$ cat config.mk
export PLATFORM = sky130hd
export DESIGN_NAME = lsi_interlock
export DESIGN_NICKNAME = d
export VERILOG_FILES = /design/src/verilog/lsi_pkg.sv /design/src/verilog/lsi_interlock.sv /design/src/verilog/lsi_light_filter.sv
export VERILOG_INCLUDE_DIRS = /design/src /design/src/verilog
export SDC_FILE = /design/constraint.sdc
export NUM_CORES = 1
export LEC_CHECK = 0
export ABC_AREA = 0
export BUFFER_PORTS_ARGS = -buffer_cell sky130_fd_sc_hd__buf_2
export CAP_MARGIN = 20
export CORE_MARGIN = 10
export CORE_UTILIZATION = 45
export DETAILED_ROUTE_END_ITERATION = 12
export SLEW_MARGIN = 0
export SYNTH_ARGS = -nofsm -noshare
export SYNTH_HDL_FRONTEND = slang
export SYNTH_SLANG_ARGS = --single-unit
export TNS_END_PERCENT = 30
$ cat constraint.sdc
create_clock -name clk_sys -period 12.6 [get_ports clk_sys]
set_input_delay 3.78 -clock clk_sys [delete_from_list [all_inputs] [get_ports clk_sys]]
set_output_delay 3.78 -clock clk_sys [all_outputs]
set_load 0.01 [all_outputs]
$ cat src/verilog/lsi_cfg.svh
`ifndef LSI_CFG_SVH
`define LSI_CFG_SVH
// clock rate and line rate codes
`define LSI_CLK_HZ          40000000
`define LSI_RATE_266        2'h0
`define LSI_RATE_531        2'h1
`define LSI_RATE_1062       2'h2
// probe pulse width in us and derived cycles, per rate group
`define LSI_PULSE_US_LOW    154
`define LSI_PULSE_US_HIGH   618
`define LSI_PULSE_CYC_LOW   ((`LSI_PULSE_US_LOW * 40) )
`define LSI_PULSE_CYC_HIGH  ((`LSI_PULSE_US_HIGH * 40) )
// recheck period in ms and derived cycles
`define LSI_RECHECK_MS      10100
`define LSI_RECHECK_CYC     (`LSI_RECHECK_MS * 40000)
// no-light filter sample dividers and length
`define LSI_SAMP_DIV_SLOW   16'h0100
`define LSI_SAMP_DIV_FAST   16'h0000
`define LSI_FILT_LEN        4
`endif

$ cat src/verilog/lsi_pkg.sv
package lsi_pkg;
  typedef enum logic [1:0] {
    LSI_ACTIVE     = 2'b00,
    LSI_DISCONNECT = 2'b01,
    LSI_STOP       = 2'b10,
    LSI_RECONNECT  = 2'b11
  } lsi_state_t;
endpackage
$ cat src/verilog/lsi_interlock.sv
`timescale 1ns/1ps
`include "lsi_cfg.svh"
// Summary of operation
// - raise no-light flag when receiver loses incoming light
// - on no-light, force transmitter off and start recheck timer
// - on recheck expiry, transmit for one probe pulse width
// - closed loop probe leads to handshake, then normal data
// - failed probe keeps transmitter off a further full recheck period
// - timer expiry or received light starts reconnect and resets timer
// - each port shuts its transmitter on its own no-light flag
// - resume data only after both directions and full handshake complete
// - transmitter off within bounded shutdown limit after a fault
// - while inactive, check link at the recheck period
// - transmitter on exactly one probe width during check or handshake; the master's verify pulse in reconnect is pulse_cyc - 1 cycles
// - transmitter off for the dark interval in the stop phase
// - timer constants selected by line rate; two higher rates share one
// - report link mode active or inactive
// - four-state machine: active, disconnect, stop, reconnect
// - no-light filter samples faster during reconnect sequence
// - dark interval is two or four probe widths by configuration

// notes for users of this block:
// the slow filter rate only guards the active link against glitches,
// so shutdown latency there is four slow samples plus one cycle.
// every state other than active belongs to the reconnect sequence and
// samples fast, since a probe lasts only one pulse width and the echo
// from the far port must be filtered well inside that window.
// the master flag records who started the attempt; a slave stays dark
// through the verify window and lights only on success.
// the stop phase counter saturates past the dark interval so that an
// indefinitely long stop phase cannot wrap and fake an early dark.
// line rate and dark length are levels; changing them mid-handshake
// only moves the end points of the running interval.
module lsi_interlock
  import lsi_pkg::*;
#(
  parameter int RECHECK_CYC    = `LSI_RECHECK_CYC,
  parameter int PULSE_CYC_LOW  = `LSI_PULSE_CYC_LOW,
  parameter int PULSE_CYC_HIGH = `LSI_PULSE_CYC_HIGH
)(
  input  wire logic       clk_sys,
  input  wire logic       resetn,
  input  wire logic       sig_detect,
  input  wire logic [1:0] line_rate,
  input  wire logic       dark_long,
  output logic            tx_enable,
  output logic            link_active,
  output logic            no_light,
  output logic [1:0]      link_state
);
  lsi_state_t  state;
  lsi_state_t  next_state;
  logic [31:0] period_cnt;
  logic [31:0] next_period_cnt;
  logic [31:0] phase_cnt;
  logic [31:0] next_phase_cnt;
  logic        pulsing;
  logic        next_pulsing;
  logic        master;
  logic        next_master;
  logic        next_tx_enable;
  logic        flag;
  logic [31:0] pulse_cyc;
  logic [31:0] dark_cyc;

  // true outside normal operation, for the fast filter
  // probing, stop and verify all need the echo seen within one pulse
  function automatic logic in_handshake(input lsi_state_t s);
    return (s != LSI_ACTIVE);
  endfunction

  lsi_light_filter u_filter (
    .clk_sys       (clk_sys),
    .resetn        (resetn),
    .fast          (in_handshake(state)),
    .sig_detect    (sig_detect),
    .no_light_flag (flag)
  );

  // probe width by rate; 531 and 1062 share the longer value
  always_comb begin
    pulse_cyc = (line_rate == `LSI_RATE_266) ? PULSE_CYC_LOW : PULSE_CYC_HIGH;
    dark_cyc  = dark_long ? (pulse_cyc << 2) : (pulse_cyc << 1);
  end

  // state sequencing and timers
  always_comb begin
    next_state      = state;
    next_period_cnt = period_cnt;
    next_phase_cnt  = phase_cnt + 32'h1;
    next_pulsing    = pulsing;
    next_master     = master;
    next_tx_enable  = 1'b0;
    unique case (state)
      LSI_ACTIVE: begin
        next_tx_enable = 1'b1;
        if (flag) begin
          // shutdown takes one cycle after the filtered flag
          next_state      = LSI_DISCONNECT;
          next_tx_enable  = 1'b0;
          next_period_cnt = 32'h0;
          next_pulsing    = 1'b0;
        end
      end
      LSI_DISCONNECT: begin
        if (!pulsing) begin
          next_period_cnt = period_cnt + 32'h1;
          if (!flag) begin
            // light from far end: answer as slave and restart the timer
            next_master     = 1'b0;
            next_pulsing    = 1'b1;
            next_phase_cnt  = 32'h0;
            next_period_cnt = 32'h0;
            next_tx_enable  = 1'b1;
          end else if (period_cnt >= RECHECK_CYC - 1) begin
            next_master     = 1'b1;
            next_pulsing    = 1'b1;
            next_phase_cnt  = 32'h0;
            next_period_cnt = 32'h0;
            next_tx_enable  = 1'b1;
          end
        end else begin
          next_tx_enable = 1'b1;
          if (phase_cnt >= pulse_cyc - 1) begin
            next_tx_enable = 1'b0;
            next_pulsing   = 1'b0;
            next_phase_cnt = 32'h0;
            // light seen at probe end means the loop is closed
            if (!flag)
              next_state = LSI_STOP;
            else
              next_period_cnt = 32'h0;
          end
        end
      end
      LSI_STOP: begin
        // stay dark; early loss of light proves the far end also stopped
        // saturate so a very long stop phase cannot wrap below dark_cyc
        if (phase_cnt >= dark_cyc)
          next_phase_cnt = phase_cnt;
        if (flag) begin
          next_phase_cnt = 32'h0;
          if (phase_cnt < dark_cyc)
            next_state = LSI_RECONNECT;
          else begin
            next_state      = LSI_DISCONNECT;
            next_period_cnt = 32'h0;
          end
        end
      end
      LSI_RECONNECT: begin
        // wait out the dark interval before verifying
        next_tx_enable = master && (phase_cnt >= dark_cyc);
        if (phase_cnt >= dark_cyc + pulse_cyc - 1) begin
          next_phase_cnt  = 32'h0;
          next_period_cnt = 32'h0;
          if (!flag) begin
            next_state     = LSI_ACTIVE;
            next_tx_enable = 1'b1;
          end else begin
            next_state     = LSI_DISCONNECT;
            next_tx_enable = 1'b0;
          end
        end
      end
    endcase
  end

  // registers; reset lands in dark probing
  always_ff @(posedge clk_sys) begin
    if (!resetn) begin
      state       <= LSI_DISCONNECT;
      period_cnt  <= 32'h0;
      phase_cnt   <= 32'h0;
      pulsing     <= 1'b0;
      master      <= 1'b0;
      tx_enable   <= 1'b0;
      link_active <= 1'b0;
      no_light    <= 1'b1;
      link_state  <= 2'h1;
    end else begin
      state       <= next_state;
      period_cnt  <= next_period_cnt;
      phase_cnt   <= next_phase_cnt;
      pulsing     <= next_pulsing;
      master      <= next_master;
      tx_enable   <= next_tx_enable;
      link_active <= (next_state == LSI_ACTIVE);
      no_light    <= flag;
      link_state  <= next_state;
    end
  end
endmodule

$ cat src/verilog/lsi_light_filter.sv
`timescale 1ns/1ps
`include "lsi_cfg.svh"
// integrating filter on the signal-detect input
module lsi_light_filter
  import lsi_pkg::*;
(
  input  wire logic clk_sys,
  input  wire logic resetn,
  input  wire logic fast,
  input  wire logic sig_detect,
  output logic      no_light_flag
);
  logic [15:0] div;
  logic [15:0] next_div;
  logic [`LSI_FILT_LEN-1:0] hist;
  logic [`LSI_FILT_LEN-1:0] next_hist;
  logic        next_flag;

  // sample tick; faster while reconnecting so the handshake sees light changes in time
  always_comb begin
    next_div  = div + 16'h0001;
    next_hist = hist;
    next_flag = no_light_flag;
    if (div >= (fast ? `LSI_SAMP_DIV_FAST : `LSI_SAMP_DIV_SLOW)) begin
      next_div  = 16'h0000;
      next_hist = {hist[`LSI_FILT_LEN-2:0], ~sig_detect};
      // flag changes only on a full run of agreeing samples
      if (&next_hist)
        next_flag = 1'b1;
      else if (~|next_hist)
        next_flag = 1'b0;
    end
  end

  always_ff @(posedge clk_sys) begin
    if (!resetn) begin
      div           <= 16'h0000;
      hist          <= '1;
      no_light_flag <= 1'b1;
    end else begin
      div           <= next_div;
      hist          <= next_hist;
      no_light_flag <= next_flag;
    end
  end
endmodule

==> run_results.csv, run 1 <==
group,metric,value,unit
floorplanning,dieHeight,128.3,um
worst_setup_path,r2r_slack,8.78,ns
place,port_buffers,10,
timing,fin_setup_tns,0,ns
floorplanning,ios,11,
hold_path,hp-class,"reg -> reg",
timing,setup_viol,0,
logic_synthesis,ys_seq_elements,91,
timing,slew_headroom,28.37,%
finish,final_common_cell,"dfxtp_1",
worst_setup_path,path_max_fanout,30,
timing,min_period_over_period,56.25,%
routing,drtAntennaViolNets,0,
power,vdd_drop_max,0.00008514,V
floorplanning,rows,39,
global_routing,grt_usage,16.35,%
worst_setup_path,path_class,"in -> reg",
logic_synthesis,synth_seq_area_share,34.51,%
clocking,cts_num_sinks,91,
global_routing,grt_pass1_wl,22.70,mm
floorplanning,die_x,128.3,um
floorplanning,die_area,16460,um2
global_routing,grt_pass1_vias,4693,
power,finalPower,592.4,uW
job,max_cap_violations,0,
timing,worst_pin_slew,1.072,ns
routing,vias,4999,
timing,rsz0062_at_grt,"false",
finish,final_util,50.13,%
timing,fmax,141.1,MHz
finish,fin_area,5748,um2
worst_setup_path,worstPathRequired,12.88,ns
place,place.gp.congestion,0.9180,
clocking,root_buffer,"clkbuf_16",
logic_synthesis,yosysUniqueCellTypes,67,
logic_synthesis,synth_warnings,0,
logic_synthesis,synth_flop_cell,"dfxtp_1",
floorplanning,initial_core_util,46.03,%
power,power.internal,453.6,uW
hold_path,min_to,"period_cnt[31]",
timing,final-hold-violation-count,0,
routing,dr.pass1.iters,4,
place,place_area,5446,um2
logic_synthesis,syn_avg_cell_area,7.974,um2
finish,drive_gt1_share,6.577,%
power,p_leak,0.002031,uW
worst_setup_path,r2r_end,"phase_cnt[27]",
clocking,insertion_delay,0.35,ns
power,switching_power,138.8,uW
floorplanning,core_area,11470,um2
routing,drc,0,
worst_setup_path,timing.rr.start,"phase_cnt[21]",
global_routing,grt_max_degree,33,
worst_setup_path,critPathArrivalTime,7.36,ns
worst_setup_path,r2r_cells,7,
logic_synthesis,synthCells,662,
clocking,hold_buffers,0,
power,p_comb_share,3.7,%
clocking,numCtsBuffers,9,
finish,fillers,1109,
place,place_hpwl,9.401,mm
power,p_sw_share,23.43,%
global_routing,antenna_found_initial,0,
timing,fin_skew,0.009221,ns
timing,slew_viol_final,0,
clocking,h-tree-depth,3,
power,cellPowerDensity,103.1,nW/um2
worst_setup_path,crit_path_end_kind,"flop",
worst_setup_path,crit_path_start_kind,"primary input",
routing,routedWlPerCell,16.40,um
finish,syn_to_final_growth,8.888,%
hold_path,holdPathStages,1,
hold_path,min_from,"period_cnt[31]",
clocking,path_clk_slew,0.07,ns
logic_synthesis,synth_edf_count,0,
finish,nNetsFinal,697,
finish,final_cell_mix,"dfxtp_1, a21oi_1, nand2_1, nor2_1, o21ai_0",
global_routing,overflow,0,
clocking,cts_resized,0,
clocking,cts_tree,"done",
logic_synthesis,async_flop_share,0,%
power,p_seq_share,49.5,%
timing,period_minus_slack,7.087,ns
finish,num_antenna_cells,0,
power,p_clk_share,46.8,%
routing,drt_wl_total,13.32,mm
clocking,post-cts-setup-buffers,0,
outcome,outcome,"finished, final reports clean",
routing,vias_per_cell,6.156,
routing,drtIter0Drc,412,
logic_synthesis,synth_area,5279,um2
clocking,cts_buffer_depth,2,
worst max path at each step:
stage | startpoint | to | slack, ns | cells after the start
2_1_floorplan | line_rate[1] | phase_cnt[30] | 6.00 | 12
3_3_place_gp | line_rate[1] | phase_cnt[23] | 5.32 | 12
3_5_place_dp | line_rate[1] | phase_cnt[27] | 5.19 | 12
4_1_cts | line_rate[1] | phase_cnt[27] | 5.55 | 12
5_1_grt | line_rate[1] | phase_cnt[27] | 5.23 | 12
6_report | line_rate[1] | phase_cnt[27] | 5.51 | 12
power groups by stage:
stage / Combinational, uW / Clock [uW] / Sequential [uW]
finish: 21.9 / 277 / 293
global route: 25.1 / 296 / 294
CTS: 21.8 / 284 / 293
detailed placement: 21.7 / 0 / 300
global placement: 21.3 / 0 / 300
floorplan: 16.0 / 0 / 299
metal layers:
layer  part of all wire [%]  global-route usage (%)  vias to the layer above
li1                       -                       -                     2500
met5                      0                       0                        -
met3                    4.6                   3.391                       18
met1                     52                   23.42                     2371
met2                     43                   24.11                      110
met4                    1.1                   4.570                        0
cells by family (layout without fill, tap and decap cells):
family	Yosys count	count (layout)	synth area share [%]
AO/OA/AOI/OAI	183	183	22.04
XOR/XNOR	15	15	2.489
adder cells (fa/ha/maj)	29	29	6.779
buffers and inverters	55	57	4.053
flip-flops	91	91	34.51
multiplexers	6	6	1.138
other	1	6	0.07104
AND/OR/NAND/NOR	282	282	28.92
cell type report:
class / count / area [um2] / area share [%]
repair buffers: 11 / 57.56 / 1.001
multi-input cells: 521 / 3276 / 56.99
inverters: 30 / 112.6 / 1.959
clock inverters: 7 / 76.32 / 1.328
clock buffers: 9 / 225.2 / 3.918
well taps: 143 / 178.9 / 3.113
flip-flops and latches: 91 / 1822 / 31.69
per-stage QoR:
| stage | std cells | worst slack, ns | hold WS, ns |
|---|---|---|---|
| after global placement | 796 | 5.318 | 0.4409 |
| after global routing | 812 | 5.231 | 0.4778 |
| after CTS | 812 | 5.552 | 0.4640 |
| final | 812 | 5.513 | 0.4684 |
| after detailed placement | 796 | 5.187 | 0.4538 |
| after floorplan | 667 | 6.000 | 0.4276 |
registers in the layout, summed over array words and instances (netlist names):
register / count
state: 2
tx_enable: 1
period_cnt: 32
pulsing: 1
link_active: 1
u_filter.div: 16
u_filter.hist: 3
master: 1
no_light: 1
u_filter.no_light_flag: 1
phase_cnt: 32
synthesized netlist by cell type, types with 6 or more instances:
master / n / area [um2]
xnor2_1: 10 / 87.58
inv_1: 29 / 108.9
nand4_1: 21 / 131.4
a21oi_1: 64 / 320.3
and3_1: 13 / 81.33
or3_1: 17 / 106.4
o21ai_0: 36 / 180.2
nand2_1: 56 / 210.2
clkbuf_1: 24 / 90.09
nor4_1: 10 / 62.56
nor2_1: 53 / 198.9
and4_1: 6 / 52.55
mux2i_1: 6 / 60.06
nor3_1: 18 / 90.09
a31oi_1: 10 / 62.56
dfxtp_1: 91 / 1822
or2_2: 6 / 37.54
o31ai_1: 20 / 150.1
ha_1: 27 / 337.8
or4_1: 21 / 157.7
nand3_1: 32 / 160.2
critical path, stage by stage:
cell      delay (ns)
buf_2           0.12
nor2_1          0.28
inv_2           0.19
ha_1            0.31
ha_1            0.31
a21oi_1         0.13
nand2_1         0.07
maj3_1          0.42
o211ai_1        0.30
nand2_1         0.59
or4_1           0.71
a21oi_1         0.16
Note: power is estimated with default switching activity, not from simulation.
==> inputs of run 2 (changes only) <==
ABC_AREA = 1   (was 0)
clock period = 6.6 ns   (was 12.6 ns; I/O delays follow)
==> run 2 against run 1 <==
Design area is 18% higher. Worst setup slack worse by 3.6 ns. Total power grew to 3.3 times the previous value. Clock-buffer cell count is 2 higher. Combinational power grew to 29 times the previous value. Cell count is 46% higher. First-iteration DRC count is 55% higher. Worst hold slack worse by 0.021 ns. Sequential share of layout area is 4.8 points lower. Utilization is 1.1 points lower. Clock power is 83% higher. Critical path type unchanged. Critical endpoint is now phase_cnt[17]. Largest cell class unchanged. Largest power group unchanged.
==> run_results.csv, run 2 <==
group,metric,value,unit
timing,setup_viol,0,
clocking,root_buffer,"clkbuf_16",
clocking,cts_buffer_depth,2,
finish,drive_gt1_share,5.683,%
timing,period_minus_slack,4.664,ns
finish,num_antenna_cells,0,
clocking,cts_resized,0,
place,place_hpwl,11.58,mm
logic_synthesis,synth_top_area_share,28.73,%
floorplanning,rows,43,
logic_synthesis,yosysTopAreaCell,"dfxtp_1",
outcome,outcome,"finished, final reports clean",
routing,drt_wl_total,16.28,mm
logic_synthesis,ys_seq_elements,91,
floorplanning,die_x,138.7,um
logic_synthesis,synthMuxAreaShare,0,%
finish,regArea,1822,um2
finish,fillers,1459,
logic_synthesis,synth_seq_area_share,28.73,%
timing,min_period_over_period,70.66,%
clocking,cts_num_sinks,91,
place,dp_cells,1166,
timing,slew_viol_final,0,
timing,hold_slack,0.4477,ns
timing,fin_skew,0.01356,ns
global_routing,grt_pass1_vias,5660,
finish,syn_to_final_growth,6.967,%
worst_setup_path,critPathArrivalTime,4.89,ns
clocking,h-tree-depth,3,
clocking,insertion_delay,0.36,ns
power,cellPowerDensity,283.9,nW/um2
timing,rsz0062_at_grt,"false",
global_routing,grt_pass1_wl,28.11,mm
routing,drc,0,
routing,dr.pass1.iters,5,
worst_setup_path,path_max_fanout,23,
logic_synthesis,synthAdderAreaFrac,5.329,%
floorplanning,die_area,19240,um2
timing,final-hold-violation-count,0,
global_routing,grt_max_degree,43,
timing,worst_pin_slew,0.7738,ns
worst_setup_path,crit_path_end_kind,"flop",
hold_path,hp-class,"reg -> reg",
timing,fin_setup_tns,0,ns
logic_synthesis,async_flop_share,0,%
place,port_buffers,10,
worst_setup_path,worstPathRequired,6.83,ns
finish,multiInputGateArea,3944,um2
clocking,post-cts-setup-buffers,0,
routing,drtAntennaViolNets,0,
logic_synthesis,synthCells,1004,
place,place.gp.congestion,0.9360,
logic_synthesis,synth-compound-area-share,11.41,%
clocking,numCtsBuffers,9,
logic_synthesis,synth.top_cells.by_area,"dfxtp_1, nand2_1, nor2_1, nand3_1, inv_1",
job,max_cap_violations,0,
timing,fmax,214.4,MHz
worst_setup_path,crit_path_start_kind,"primary input",
finish,reg.largest.list,"period_cnt x32, phase_cnt x32, u_filter.div x16",
finish,final_common_cell,"nand2_1",
logic_synthesis,synth-simple-area-share,40.89,%
routing,vias,6193,
floorplanning,core_area,13830,um2
clocking,hold_buffers,0,
logic_synthesis,synth_area,6340,um2
timing,slew_headroom,48.41,%
logic_synthesis,syn_avg_cell_area,6.315,um2
logic_synthesis,synth_warnings,0,
clocking,cts_tree,"done",
routing,routedWlPerCell,13.76,um
routing,vias_per_cell,5.235,
floorplanning,dieHeight,138.7,um
logic_synthesis,synth_flop_cell,"dfxtp_1",
global_routing,grt_usage,16.87,%
floorplanning,initial_core_util,45.85,%
global_routing,antenna_found_initial,0,
logic_synthesis,synthXorXnorAreaFrac,4.144,%
logic_synthesis,synth_top_family_by_area,"simple AND/OR/NAND/NOR gates",
logic_synthesis,yosysUniqueCellTypes,53,
logic_synthesis,synth_commonest_cells,"nand2_1, nor2_1, inv_1, dfxtp_1, nand3_1",
finish,instances_no_fill,1183,
power,vdd_drop_max,0.0001723,V
floorplanning,ios,11,
logic_synthesis,synth_edf_count,0,
clocking,path_clk_slew,0.07,ns
power,finalPower,1925,uW
logic_synthesis,yosys.cell_count.top_type,"nand2_1",
global_routing,overflow,0,
finish,nNetsFinal,1031,
power,p_leak,0.002856,uW
finish,final_cell_mix,"nand2_1, nor2_1, inv_1, dfxtp_1, nand3_1",
worst_setup_path,path_class,"in -> reg",
routing,drtIter0Drc,637,
==> run 2: cell types whose count changed in the layout (fill, tap and decap cells not counted), moves of 11 or more <==
| cell | before | now |
|---|---|---|
| nand2_1 | 56 | 208 |
| nor2_1 | 53 | 186 |
| inv_1 | 29 | 100 |
| nand3_1 | 32 | 88 |
| a21oi_1 | 64 | 39 |
| xor2_1 | 5 | 28 |
| or4_1 | 21 | 0 |
| o21ai_0 | 36 | 56 |
| o31ai_1 | 19 | 0 |
| or3_1 | 17 | 0 |
| nor3_1 | 18 | 30 |
| and3_1 | 13 | 2 |
==> run 2: layout make-up <==
type,count,area share [%]
Tap cell,180,3.321
Inverter,107,5.959
Timing Repair Buffer,15,1.476
Multi-Input combinational cell,774,58.15
Sequential cell,91,26.86
Clock inverter,5,0.6458
Clock buffer,11,3.579
==> run 2: final timing paths <==
path / cells after the start / start / to / slack [ns]
setup / recovery: 16 / line_rate[0] / phase_cnt[17] / 1.94
hold reg to reg: 1 / u_filter.div[0] / u_filter.div[0] / 0.45
hold / removal: 1 / u_filter.div[0] / u_filter.div[0] / 0.45
setup reg to reg: 14 / period_cnt[0] / phase_cnt[2] / 3.38
==> run 2: critical path, stage by stage <==
cell and delay, ns:
buf_2 0.13, inv_1 0.05, nand2_1 0.24, ha_1 0.25
inv_1 0.08, ha_1 0.32, nand4_1 0.11, nor4_1 0.34
nand3_1 0.12, nand3_1 0.13, nand2_1 0.08, buf_4 0.22
inv_1 0.51, nor2_1 0.11, xor2_1 0.16, nor2_1 0.05
==> run 2: stage by stage <==
| step | util, % | instance area, um2 | setup slack, ns |
|---|---|---|---|
| 3_5_place_dp | 46.83 | 6475 | 1.546 |
| 3_3_place_gp | 46.83 | 6475 | 1.590 |
| 6_report | 49.05 | 6782 | 1.936 |
| 4_1_cts | 48.90 | 6761 | 1.903 |
| 2_1_floorplan | - | 6359 | 2.523 |
| 5_1_grt | 49.05 | 6782 | 1.607 |
==> run 2: routing by layer <==
| layer | track usage [%] | up-vias | part of all wire (%) |
|---|---|---|---|
| met3 | 2.671 | 18 | 4.3 |
| met1 | 24.55 | 2772 | 52 |
| met5 | 0 | - | 0 |
| li1 | - | 3282 | - |
| met4 | 5.491 | 0 | 1.4 |
| met2 | 24.55 | 121 | 42 |
==> run 2: logic make-up (layout without fill, tap and decap cells) <==
family / Yosys count / in the layout
adder cells (fa/ha/maj): 27 / 27
flip-flops: 91 / 91
AO/OA/AOI/OAI: 128 / 128
other: 1 / 6
XOR/XNOR: 30 / 30
AND/OR/NAND/NOR: 583 / 583
buffers and inverters: 144 / 138
==> run 2: power breakdown <==
group / internal [uW] / switching (uW)
logic: 207 / 437
registers: 641 / 133
clock network: 271 / 237
total: 1120 / 807
==> inputs of run 3 (changes only) <==
ABC_AREA = 0   (was 1)
clock period = 3.95 ns   (was 6.6 ns; I/O delays follow)
==> run 3 against run 2 <==
Sequential power grew 21%. Cell count decreased by 29%. Critical path depth shrank 4. Sequential cell count is the same. Via count fell by 16%. Worst hold slack improved by 0.014 ns. Die area is 14% lower. Sequential share of layout area increased by 3.3 points. Clock power rose by 69%. Combinational power decreased by 86%.
==> run_results.csv, run 3 (synthesis gave the netlist of run 1 again) <==
group,metric,value,unit
hold_path,holdPathStages,1,
power,p_leak,0.002194,uW
power,finalPower,1884,uW
worst_setup_path,critical_path.max_stage_delay,0.50,ns
worst_setup_path,path_cells,"buf_2, nor2_2, inv_2, ha_1, inv_1, ha_1, a211o_1, o31a_1, or4_4, and2_4, or4_1, a21oi_1",
routing,vias,5179,
outcome,outcome,"finished, final reports clean",
floorplanning,rows,39,
floorplanning,initial_core_util,46.03,%
power,vdd_drop_max,0.0003561,V
global_routing,grt_pass1_wl,22.94,mm
clocking,path_clk_slew,0.06,ns
worst_setup_path,crit_top_cell,"ha_1",
timing,slew_headroom,34.91,%
finish,instances_no_fill,844,
floorplanning,die_area,16460,um2
worst_setup_path,slowest_stage,"or4_4",
clocking,cts_buffer_depth,2,
routing,drtIter0Drc,464,
finish,num_antenna_cells,0,
worst_setup_path,r2r_cells,7,
clocking,cts_tree,"done",
timing,fin_skew,0.008783,ns
finish,drive_gt1_share,11.27,%
worst_setup_path,path_class,"in -> reg",
routing,drt_wl_total,13.77,mm
finish,fillers,1076,
timing,worst_pin_slew,0.9675,ns
floorplanning,dieHeight,128.3,um
timing,period_minus_slack,3.832,ns
timing,rsz0062_at_grt,"true",
global_routing,overflow,0,
worst_setup_path,critPathArrivalTime,4.12,ns
place,port_buffers,10,
timing,fmax,260.9,MHz
power,cellPowerDensity,312.1,nW/um2
finish,final_common_cell,"dfxtp_1",
global_routing,antenna_found_initial,0,
finish,nNetsFinal,729,
finish,reg.largest.list,"period_cnt x32, phase_cnt x32, u_filter.div x16",
clocking,cts_resized,0,
place,place.gp.congestion,0.8868,
place,dp_cells,828,
worst_setup_path,crit_path_start_kind,"primary input",
timing,fin_setup_tns,0,ns
timing,setup_viol,0,
finish,final_cell_mix,"dfxtp_1, a21oi_1, nand2_1, nor2_1, o21ai_0",
hold_path,hp-class,"reg -> reg",
clocking,h-tree-depth,3,
floorplanning,core_area,11470,um2
place,dp_slack,-0.3361,ns
clocking,root_buffer,"clkbuf_16",
timing,final-hold-violation-count,0,
clocking,cts_num_sinks,91,
routing,vias_per_cell,6.136,
routing,drtAntennaViolNets,0,
place,place_hpwl,10.01,mm
worst_setup_path,worstPathRequired,4.23,ns
global_routing,grt_pass1_vias,4710,
floorplanning,ios,11,
timing,min_period_over_period,97.02,%
routing,dr.pass1.iters,5,
clocking,post-cts-setup-buffers,0,
clocking,hold_buffers,0,
routing,drc,0,
job,max_cap_violations,0,
routing,routedWlPerCell,16.31,um
worst_setup_path,crit_path_end_kind,"flop",
timing,fin_ws,0.1178,ns
global_routing,grt_max_degree,31,
worst_setup_path,path_max_fanout,17,
worst_setup_path,cp_top_family,"simple AND/OR/NAND/NOR gates",
worst_setup_path,crit_cells,12,
clocking,insertion_delay,0.35,ns
clocking,numCtsBuffers,9,
finish,syn_to_final_growth,14.39,%
floorplanning,die_x,128.3,um
timing,slew_viol_final,0,
global_routing,grt_usage,16.73,%
worst_setup_path,crit_buf_inv,3,
run 3: cell types whose count changed in the layout (fill, tap and decap cells not counted), moves of 17 or more:
cell     previous run  this run
nor2_1            186        52
or4_1               0        21
xor2_1             28         5
nand3_1            88        32
or3_1               0        17
a21oi_1            39        64
o31ai_1             0        19
nand2_1           208        56
o21ai_0            56        36
inv_1             100        29
buf_4               4        29
run 3: power by group:
group	leakage, uW	internal (uW)	switching (uW)
Combinational	0.00132	38.0	50.4
Clock	0.000135	490	370
Sequential	0.000737	927	8.05
Total	0.00219	1460	429
run 3: layout make-up:
class                           count  area [um2]  area share [%]
Clock inverter                      6       66.31           1.098
Sequential cell                    91        1822           30.17
Clock buffer                       10       229.0           3.792
Inverter                           30       112.6           1.865
Timing Repair Buffer               43       339.1           5.615
Multi-Input combinational cell    521        3291           54.50
Tap cell                          143       178.9           2.963
run 3: metal layers:
layer	part of all wire, %	global-route usage (%)	up-vias
met4	1.3	5.828	0
met2	44	25.22	109
met3	4.4	2.936	13
met1	50	23.38	2489
met5	0	0	-
li1	-	-	2568
run 3: path summary, 6_finish.rpt:
path,from,endpoint,slack (ns)
worst max-delay path,line_rate[1],phase_cnt[22],0.12
worst min-delay path,u_filter.div[0],u_filter.div[0],0.46
worst max register to register,phase_cnt[21],phase_cnt[22],0.50
worst min register to register,u_filter.div[0],u_filter.div[0],0.46
run 3: through the flow:
stage	area (um2)	util, %	hold slack, ns
floorplan	5300	-	0.4276
global placement	5727	49.94	0.4467
detailed placement	5727	49.94	0.4487
CTS	6022	52.52	0.4641
global route	6038	52.66	0.5026
finish	6038	52.66	0.4617
